--- src/shared/pm_cfg_pkg.sv ---
/*
 * Constants and carrier types for the power management and configuration
 * access block. Assumes a synchronous ISA-style strobe interface sampled
 * on the block clock.
 */
package pm_cfg_pkg;

    // ========================================
    // Configuration access ports
    // ========================================
    localparam logic [9:0] BASE_STRAP_LOW  = 10'h3F0;
    localparam logic [9:0] BASE_STRAP_HIGH = 10'h370;
    localparam logic [9:0] DATA_PORT_STEP  = 10'h001;
    localparam logic [7:0] ENTRY_KEY       = 8'h55;
    localparam logic [7:0] EXIT_KEY        = 8'hAA;
    localparam logic [5:0] LAST_INDEX      = 6'h2F;
    localparam int         NUM_REGS        = 48;

    // ========================================
    // Configuration register indexes and fields
    // ========================================
    localparam logic [5:0] IDX_CR01     = 6'h01;
    localparam logic [5:0] IDX_CR02     = 6'h02;
    localparam logic [5:0] IDX_CR04     = 6'h04;
    localparam logic [5:0] IDX_CR07     = 6'h07;
    localparam int         CR01_PP_PWR  = 2;
    localparam int         CR01_PP_MODE = 3;
    localparam int         CR02_U1_PWR  = 3;
    localparam int         CR02_U2_PWR  = 7;
    localparam int         CR04_EXT_LO  = 0;
    localparam int         CR07_PP_APM  = 4;
    localparam int         CR07_U2_APM  = 5;
    localparam int         CR07_U1_APM  = 6;
    localparam int         CR07_FD_APM  = 7;

    // Parallel extended mode field of CR04
    localparam logic [1:0] PPX_SPP      = 2'h0;
    localparam logic [1:0] PPX_EPP      = 2'h1;
    localparam logic [1:0] PPX_ECP      = 2'h2;
    localparam logic [1:0] PPX_ECP_EPP  = 2'h3;

    // Mode field of the extended control register
    localparam logic [2:0] ECR_SPP      = 3'h0;
    localparam logic [2:0] ECR_BIDIR    = 3'h1;
    localparam logic [2:0] ECR_EPP      = 3'h4;

    // ========================================
    // Reset values of the first registers
    // ========================================
    localparam logic [7:0] RESET_CR00 = 8'h28;
    localparam logic [7:0] RESET_CR01 = 8'h9C;
    localparam logic [7:0] RESET_CR02 = 8'h88;
    localparam logic [7:0] RESET_CR03 = 8'h70;
    localparam logic [7:0] RESET_CR06 = 8'hFF;
    localparam logic [7:0] RESET_CR0C = 8'h02;
    localparam logic [7:0] RESET_CR0D = 8'h28;
    localparam logic [7:0] RESET_CR11 = 8'h80;
    localparam logic [7:0] RESET_CR17 = 8'h03;
    localparam logic [7:0] RESET_CR1E = 8'h80;
    localparam logic [7:0] RESET_CR20 = 8'h3C;

    // ========================================
    // Carriers
    // ========================================
    typedef struct packed {
        logic [3:0] motor_on;
        logic [3:0] drive_sel;
        logic       write_bit;
        logic       write_gate;
        logic       direction;
        logic       step;
        logic       side;
        logic       density;
        logic [1:0] rate;
    } fdd_pins_t;

    typedef struct packed {
        logic tx_empty;
        logic tsr_empty;
        logic rx_fifo_empty;
        logic rx_idle;
        logic tx_write;
        logic rx_data;
        logic ring;
    } uart_stat_t;

    typedef enum logic [1:0] {
        ST_RUN    = 2'b01,
        ST_CONFIG = 2'b10
    } cfg_state_t;

endpackage

--- src/rtl/uart_pd_ctrl.sv ---
/*
 * Auto powerdown control of one serial port: transmitter and receiver
 * powerdown, wake events and ring indicate interrupt.
 * Assumes status inputs are synchronous to clk_i.
 */
`timescale 1ns/100ps
module uart_pd_ctrl (
    input  wire logic                   clk_i,
    input  wire logic                   rst_i,
    input  wire logic                   direct_pd_i,
    input  wire logic                   auto_en_i,
    input  wire pm_cfg_pkg::uart_stat_t stat_i,
    output logic                        tx_pd_o,
    output logic                        rx_pd_o,
    output logic                        ring_irq_o
);

    logic tx_pd_q, tx_pd_d, rx_pd_q, rx_pd_d;
    logic rx_last_q, ring_last_q, ring_irq_q;

    wire tx_wake   = stat_i.tx_write;
    wire rx_wake   = stat_i.rx_data ^ rx_last_q;
    wire tx_idle   = stat_i.tx_empty & stat_i.tsr_empty;
    wire rx_quiet  = stat_i.rx_fifo_empty & stat_i.rx_idle;

    // Wake has priority over re-entry in the same cycle
    assign tx_pd_d = auto_en_i & ~tx_wake & tx_idle;
    assign rx_pd_d = auto_en_i & ~rx_wake & rx_quiet;

    always_ff @(posedge clk_i or posedge rst_i) begin
        if (rst_i) begin
            tx_pd_q     <= 1'b0;
            rx_pd_q     <= 1'b0;
            rx_last_q   <= 1'b1;
            ring_last_q <= 1'b0;
            ring_irq_q  <= 1'b0;
        end else begin
            tx_pd_q     <= tx_pd_d;
            rx_pd_q     <= rx_pd_d;
            rx_last_q   <= stat_i.rx_data;
            ring_last_q <= stat_i.ring;
            ring_irq_q  <= stat_i.ring ^ ring_last_q;
        end
    end

    assign tx_pd_o    = direct_pd_i | tx_pd_q;
    assign rx_pd_o    = direct_pd_i | rx_pd_q;
    assign ring_irq_o = ring_irq_q;
endmodule

--- src/rtl/power_mgmt_config_access.sv ---
/*
 * Power management and configuration access: floppy pin gating in auto
 * powerdown, serial and parallel powerdown control, and the keyed
 * configuration state behind index and data ports.
 * Assumes ISA strobes and address are synchronous to clk_i, one-cycle
 * strobes per access, and a power-on reset separate from hardware reset.
 */
`timescale 1ns/100ps
module power_mgmt_config_access (
    input  wire logic                   clk_i,
    input  wire logic                   rst_i,
    input  wire logic                   hw_reset_i,
    input  wire logic                   base_select_strap_i,
    input  wire logic [9:0]             addr_i,
    input  wire logic [7:0]             wdata_i,
    input  wire logic                   io_write_i,
    input  wire logic                   io_read_i,
    output logic [7:0]                  rdata_o,
    output logic                        rdata_oe_o,
    input  wire logic                   floppy_auto_pd_i,
    input  wire logic                   floppy_irq_i,
    input  wire pm_cfg_pkg::fdd_pins_t  fdd_core_i,
    output pm_cfg_pkg::fdd_pins_t       fdd_pins_o,
    output pm_cfg_pkg::fdd_pins_t       fdd_oe_o,
    output logic                        floppy_irq_out_o,
    output logic                        floppy_auto_en_o,
    input  wire pm_cfg_pkg::uart_stat_t uart1_stat_i,
    input  wire pm_cfg_pkg::uart_stat_t uart2_stat_i,
    output logic                        uart1_tx_pd_o,
    output logic                        uart1_rx_pd_o,
    output logic                        uart1_ring_irq_o,
    output logic                        uart2_tx_pd_o,
    output logic                        uart2_rx_pd_o,
    output logic                        uart2_ring_irq_o,
    input  wire logic [2:0]             ecr_mode_i,
    output logic                        pp_pd_o,
    output logic                        epp_pd_o,
    output logic                        ecp_pd_o,
    output logic                        config_active_o
);

    // ========================================
    // Reset value table
    // ========================================
    function automatic logic [7:0] reset_value(input logic [5:0] idx);
        case (idx)
            6'h00:   reset_value = pm_cfg_pkg::RESET_CR00;
            6'h01:   reset_value = pm_cfg_pkg::RESET_CR01;
            6'h02:   reset_value = pm_cfg_pkg::RESET_CR02;
            6'h03:   reset_value = pm_cfg_pkg::RESET_CR03;
            6'h06:   reset_value = pm_cfg_pkg::RESET_CR06;
            6'h0C:   reset_value = pm_cfg_pkg::RESET_CR0C;
            6'h0D:   reset_value = pm_cfg_pkg::RESET_CR0D;
            6'h11:   reset_value = pm_cfg_pkg::RESET_CR11;
            6'h17:   reset_value = pm_cfg_pkg::RESET_CR17;
            6'h1E:   reset_value = pm_cfg_pkg::RESET_CR1E;
            6'h20:   reset_value = pm_cfg_pkg::RESET_CR20;
            default: reset_value = 8'h00;
        endcase
    endfunction

    // ========================================
    // Strap capture on hardware reset release
    // ========================================
    logic hw_reset_q, strap_q;
    wire  hw_reset_fall = hw_reset_q & ~hw_reset_i;

    always_ff @(posedge clk_i or posedge rst_i) begin
        if (rst_i) begin
            hw_reset_q <= 1'b0;
            strap_q    <= 1'b0;
        end else begin
            hw_reset_q <= hw_reset_i;
            if (hw_reset_fall) begin
                strap_q <= base_select_strap_i;
            end
        end
    end

    // ========================================
    // Port decode
    // ========================================
    wire [9:0] base_addr  = strap_q ? pm_cfg_pkg::BASE_STRAP_HIGH
                                    : pm_cfg_pkg::BASE_STRAP_LOW;
    wire [9:0] data_addr  = base_addr + pm_cfg_pkg::DATA_PORT_STEP;
    wire       hit_base   = (addr_i == base_addr);
    wire       hit_data   = (addr_i == data_addr);

    pm_cfg_pkg::cfg_state_t state_q, state_d;
    wire in_cfg = (state_q == pm_cfg_pkg::ST_CONFIG);

    wire key_wr      = io_write_i & hit_base & ~in_cfg;
    wire index_wr    = io_write_i & hit_base & in_cfg;
    wire index_rd    = io_read_i & hit_base & in_cfg;
    wire data_wr     = io_write_i & hit_data & in_cfg;
    wire data_rd     = io_read_i & hit_data & in_cfg;
    wire exit_wr     = index_wr & (wdata_i == pm_cfg_pkg::EXIT_KEY);

    // ========================================
    // Configuration state machine
    // ========================================
    always_comb begin
        state_d = state_q;
        case (state_q)
            pm_cfg_pkg::ST_RUN: begin
                // Any other value is dropped
                if (key_wr && wdata_i == pm_cfg_pkg::ENTRY_KEY) begin
                    state_d = pm_cfg_pkg::ST_CONFIG;
                end
            end
            pm_cfg_pkg::ST_CONFIG: begin
                if (exit_wr) begin
                    state_d = pm_cfg_pkg::ST_RUN;
                end
            end
            default: state_d = pm_cfg_pkg::ST_RUN;
        endcase
    end

    always_ff @(posedge clk_i or posedge rst_i) begin
        if (rst_i) begin
            state_q <= pm_cfg_pkg::ST_RUN;
        end else begin
            state_q <= state_d;
        end
    end

    // ========================================
    // Select register and register array
    // ========================================
    logic [7:0] select_q;
    logic [7:0] regs_q [pm_cfg_pkg::NUM_REGS];
    wire        idx_valid = (select_q <= {2'b00, pm_cfg_pkg::LAST_INDEX});
    wire [5:0]  idx       = select_q[5:0];

    always_ff @(posedge clk_i or posedge rst_i) begin
        if (rst_i) begin
            select_q <= 8'h00;
        end else if (index_wr && !exit_wr) begin
            select_q <= wdata_i;
        end
    end

    // Power-on only: hardware reset leaves contents alone
    genvar gi;
    generate
        for (gi = 0; gi < pm_cfg_pkg::NUM_REGS; gi++) begin : g_reg
            always_ff @(posedge clk_i or posedge rst_i) begin
                if (rst_i) begin
                    regs_q[gi] <= reset_value(6'(gi));
                end else if (data_wr && idx_valid && idx == 6'(gi)) begin
                    regs_q[gi] <= wdata_i;
                end
            end
        end
    endgenerate

    // ========================================
    // Host read data
    // ========================================
    wire [7:0] rd_sel = index_rd ? select_q
                      : (idx_valid ? regs_q[idx] : 8'h00);
    logic [7:0] rdata_q;
    logic       rdata_oe_q;

    always_ff @(posedge clk_i or posedge rst_i) begin
        if (rst_i) begin
            rdata_q    <= 8'h00;
            rdata_oe_q <= 1'b0;
        end else begin
            rdata_q    <= rd_sel;
            rdata_oe_q <= index_rd | data_rd;
        end
    end

    assign rdata_o         = rdata_q;
    assign rdata_oe_o      = rdata_oe_q;
    assign config_active_o = in_cfg;

    // ========================================
    // Floppy pins in auto powerdown
    // ========================================
    wire [7:0] cr01 = regs_q[pm_cfg_pkg::IDX_CR01];
    wire [7:0] cr02 = regs_q[pm_cfg_pkg::IDX_CR02];
    wire [7:0] cr04 = regs_q[pm_cfg_pkg::IDX_CR04];
    wire [7:0] cr07 = regs_q[pm_cfg_pkg::IDX_CR07];

    assign floppy_auto_en_o = cr07[pm_cfg_pkg::CR07_FD_APM];
    // Host side keeps working; irq output forced to its low level
    assign floppy_irq_out_o = floppy_irq_i & ~floppy_auto_pd_i;
    assign fdd_pins_o       = fdd_core_i;

    always_comb begin
        fdd_oe_o            = '1;
        fdd_oe_o.motor_on   = {4{~floppy_auto_pd_i}};
        fdd_oe_o.drive_sel  = {4{~floppy_auto_pd_i}};
        fdd_oe_o.write_bit  = ~floppy_auto_pd_i;
        fdd_oe_o.write_gate = ~floppy_auto_pd_i;
        fdd_oe_o.direction  = 1'b1;
        fdd_oe_o.step       = 1'b1;
        fdd_oe_o.side       = 1'b1;
        fdd_oe_o.density    = 1'b1;
        fdd_oe_o.rate       = 2'b11;
    end

    // ========================================
    // Serial ports
    // ========================================
    uart_pd_ctrl u_uart1 (
        .clk_i       (clk_i),
        .rst_i       (rst_i),
        .direct_pd_i (~cr02[pm_cfg_pkg::CR02_U1_PWR]),
        .auto_en_i   (cr07[pm_cfg_pkg::CR07_U1_APM]),
        .stat_i      (uart1_stat_i),
        .tx_pd_o     (uart1_tx_pd_o),
        .rx_pd_o     (uart1_rx_pd_o),
        .ring_irq_o  (uart1_ring_irq_o)
    );

    uart_pd_ctrl u_uart2 (
        .clk_i       (clk_i),
        .rst_i       (rst_i),
        .direct_pd_i (~cr02[pm_cfg_pkg::CR02_U2_PWR]),
        .auto_en_i   (cr07[pm_cfg_pkg::CR07_U2_APM]),
        .stat_i      (uart2_stat_i),
        .tx_pd_o     (uart2_tx_pd_o),
        .rx_pd_o     (uart2_rx_pd_o),
        .ring_irq_o  (uart2_ring_irq_o)
    );

    // ========================================
    // Parallel port, re-evaluated every cycle from live mode fields
    // ========================================
    wire [1:0] ppx      = cr04[pm_cfg_pkg::CR04_EXT_LO +: 2];
    wire       pp_apm   = cr07[pm_cfg_pkg::CR07_PP_APM];
    wire       epp_cfg  = (ppx == pm_cfg_pkg::PPX_EPP) || (ppx == pm_cfg_pkg::PPX_ECP_EPP);
    wire       ecp_cfg  = (ppx == pm_cfg_pkg::PPX_ECP) || (ppx == pm_cfg_pkg::PPX_ECP_EPP);
    wire       ecr_std  = (ecr_mode_i == pm_cfg_pkg::ECR_SPP)
                        || (ecr_mode_i == pm_cfg_pkg::ECR_BIDIR);
    wire       ecr_epp  = (ecr_mode_i == pm_cfg_pkg::ECR_EPP);

    assign pp_pd_o  = ~cr01[pm_cfg_pkg::CR01_PP_PWR];
    assign epp_pd_o = pp_pd_o | (pp_apm & (~epp_cfg | (ecp_cfg & ~ecr_epp)));
    assign ecp_pd_o = pp_pd_o | (pp_apm & (~ecp_cfg | ecr_std | ecr_epp));
endmodule

--- config.mk ---
export PLATFORM = sky130hd
export DESIGN_NAME = power_mgmt_config_access
export DESIGN_NICKNAME = d
export VERILOG_FILES = /design/src/shared/pm_cfg_pkg.sv /design/src/rtl/uart_pd_ctrl.sv /design/src/rtl/power_mgmt_config_access.sv
export SDC_FILE = /design/constraint.sdc
export NUM_CORES = 1
export LEC_CHECK = 0
export BUFFER_PORTS_ARGS = -buffer_cell sky130_fd_sc_hd__buf_2
export CORE_ASPECT_RATIO = 0.7
export CORE_MARGIN = 1
export CORE_UTILIZATION = 55
export CTS_CLUSTER_SIZE = 25
export DETAILED_ROUTE_END_ITERATION = 8
export GPL_TIMING_DRIVEN = 0
export MAX_ROUTING_LAYER = met4
export PLACE_DENSITY = 0.73
export SYNTH_ARGS = -nofsm -noshare
export SYNTH_HDL_FRONTEND = slang
export SYNTH_HIERARCHICAL = 1
export SYNTH_SLANG_ARGS = --single-unit
--- constraint.sdc ---
create_clock -name clk_i -period 14.8 [get_ports clk_i]
set_input_delay 2.22 -clock clk_i [delete_from_list [all_inputs] [get_ports clk_i]]
set_output_delay 2.22 -clock clk_i [all_outputs]
set_load 0.05 [all_outputs]
==> key figures <==
Outcome
  • Status: finished, final reports clean

STA
  • Worst Max-Slew Pin Slew: about 1.3 ns
  • Period utilisation layout: around a third
  • Final Critical Period: slightly above 5 ns
  • RSZ-0062 raised after global routing: no
  • Setup TNS: 0 ns
  • Final Slew Violations: 0
  • Fmax: 0.1926 GHz
  • Fin Hold WS: roughly 0.45 ns
  • Final setup viols: 0
  • Hold violation count in the final report: 0
  • Final Skew: 0.02324 ns
  • Setup ws final: 9.608 ns
  • Relative slew slack: about 11%

Critical path
  • Crit path max fanout: 2
  • CP Capture Type: output port
  • CP Data Arrival Time: 2.97 ns
  • Crit path launch: ecr_mode_i[2]
  • Critical Path RT: 12.58 ns
  • Reg2reg path depth: 9
  • Register-to-register setup slack: 10.75 ns
  • WS Path Type: input pin to output port
  • Worst setup endpoint: epp_pd_o
  • RR Endpoint: rdata_o[3]
  • Crit start category: input pin
  • Reg2reg start: select_q[1]

Clock tree
  • CTS max path bufs: 3
  • Worst-path clk slew: 0.06 ns
  • Root buffer cell: clkbuf_16
  • CTS tree: yes
  • Cts bufs inserted: around 40
  • Clk sinks: slightly above 400
  • H-Tree Depth: 2
  • Clk_lat worst skew: 0.56 ns
  • Cts repair resizes: 0
  • Setup Buffers After CTS: 0
  • Hold Buf Count CTS: 0

Yosys
  • Synthesized flop and latch total: 415
  • Cell taking the most area after synthesis: dfrtp_1
  • Cell with the most instances after synthesis: dfrtp_1
  • FFs w/ async S/R, synth: 100.0%
  • Post-synth top cells: 382 x dfrtp_1, 363 x mux2_2, 76 x mux4_2
  • Top_reg_cell synth: dfrtp_1
  • Register area share after synthesis: around 54%
  • Synth unique cells: 70
  • Post-synth EDFFs: 0
  • Mapped cell area: 19480 µm²
  • Top-area cell type share of the netlist area: 49.07%
  • Area contributors post-synth: dfrtp_1 49%, mux2_2 21%, mux4_2 8.8%
  • Post-Synthesis Cells: approximately 1300
  • YS warnings: 6
  • Syn Area/Cell: 14.70 µm²

Routing
  • Vias per inst: around 6.3
  • # DRC: 0
  • DR pass1 iterations: 6
  • Wirelength, routed: 57920 µm
  • Vias: between 10000 and 15000
  • Detailed Route Iter0 Violations: between 1000 and 1500
  • WL/cell: 29.40 µm
  • ANT nets after route: 0

Floorplanning
  • Die H: 159.5 µm
  • Initial Util: 55.98%
  • I/O Pins: around 110
  • Core Region: 34800 µm²
  • Die area: approximately 36000 µm²
  • Die W: 227.0 µm
  • FP Rows: 57

Global route
  • Largest net degree at the start of global routing: 121
  • Gr usage total: 33.90%
  • GRT overflow: 0
  • Initial antenna violation count: 3
  • First-pass GRT wire length: 84750 µm
  • Vias in the first global route: ~13000

Pwr
  • Pwr Density: 105.1 nW/µm²
  • VDD IR max: around 0.087 mV
  • Leak: about 11 nW
  • Design Power: 2.315 mW

Finish
  • Share of cells above drive strength 1: 49.30%
  • Nets@finish: 1523
  • Finished Layout Cells: ~2000
  • Synth-to-layout area growth: 13.08%
  • Final core occ: a little over three fifths
  • Filler cells: 2662
  • Final Cell Area: 22030 µm²

Placed design
  • Pre-CTS setup slack: 9.364 ns
  • DP Cell Count: roughly 1900
  • Final HPWL DP: 40290 µm
  • DP Area: approximately 21000 µm²
  • Gpl congestion: a little over 1
  • # port buffers: 88

Min path
  • Hold WC Path Type: flop to flop

Run
  • Max cap viols: 0
[worst max-delay path, stage by stage]
cell,delay (ns)
buf_2,0.10
nor3b_1,0.12
o21ai_0,0.14
nand2_1,0.07
nand2_1,0.06
buf_2,0.26
[report_power, final]
part	internal [mW]	switching, mW
logic	0.0193	0.0780
registers	1.14	0.000724
clock network	0.632	0.448
[cell usage in the layout, fill, tap and decap left out, drive strengths merged, types with 4 or more instances in the layout]
cell type,netlist,routed
or2,5,5
xor2,5,5
clkbuf,58,125
mux2i,51,51
conb,1,6
a22o,9,9
nor2,28,28
o211ai,6,6
o21ai,9,9
nand3,15,15
a22oi,26,26
clkinv,1,7
mux2,392,392
dfstp,33,33
or3,6,6
nor3b,5,5
inv,11,13
and3b,4,4
a211oi,4,4
nor3,8,8
o31ai,4,4
a31oi,9,9
and3,4,4
nor2b,9,9
nand2b,7,7
mux4,76,76
dfrtp,382,382
and2,5,5
buf,60,151
a21oi,12,12
nand2,47,47
[cells by family (layout without fill, tap and decap cells)]
kind of cell,after synthesis,in the layout,share of synthesized area (%)
mux,519,519,34.53
flops,415,415,53.52
simple gates,164,164,4.990
buf+inv,130,297,3.384
compound gates,91,91,3.340
xor+xnor,5,5,0.2248
other cells,1,7,0.01925
[worst min path at each step]
stage	startpoint	to	slack, ns	cells after the start
after floorplan	u_uart1/ring_last_q	u_uart1/ring_irq_o	0.42	1
after global placement	u_uart1/ring_last_q	u_uart1/ring_irq_o	0.43	1
after detailed placement	u_uart1/ring_last_q	u_uart1/ring_irq_o	0.44	1
after CTS	u_uart1/ring_last_q	u_uart1/ring_irq_o	0.45	1
after global routing	u_uart1/ring_last_q	u_uart1/ring_irq_o	0.45	1
final	u_uart2/ring_last_q	u_uart2/ring_irq_o	0.45	1
[cell type report]
type / count / area [µm²] / share of cell area [%]
Tap cell: 472 / 590.6 / 2.681
Inverter: 12 / 52.55 / 0.2385
Clock buffer: 67 / 1326 / 6.020
Buffer: 118 / 614.3 / 2.789
Antenna cell: 1 / 2.502 / 0.01136
Sequential cell: 415 / 10430 / 47.32
Timing Repair Buffer: 91 / 523.0 / 2.374
Multi-Input combinational cell: 785 / 8416 / 38.20
Clock inverter: 9 / 80.08 / 0.3635
[per-layer routing]
layer / vias up / GRT usage (%) / share of wire [%]
met1: 6681 / 49.64 / 44
met2: 550 / 46.89 / 44
met4: 0 / 10.49 / 3.1
li1: 5158 / - / -
met5: - / - / 0
met3: 115 / 7.953 / 9.1
[sequential cells by signal, indices dropped and copies added, names as in the netlist, 2 cells and up]
name	flops
regs_q	352
cr02	8
rdata_o	8
cr04	8
select_q	8
cr01	8
cr07	8
state_q	2
Power figures use the tool's default switching activity.
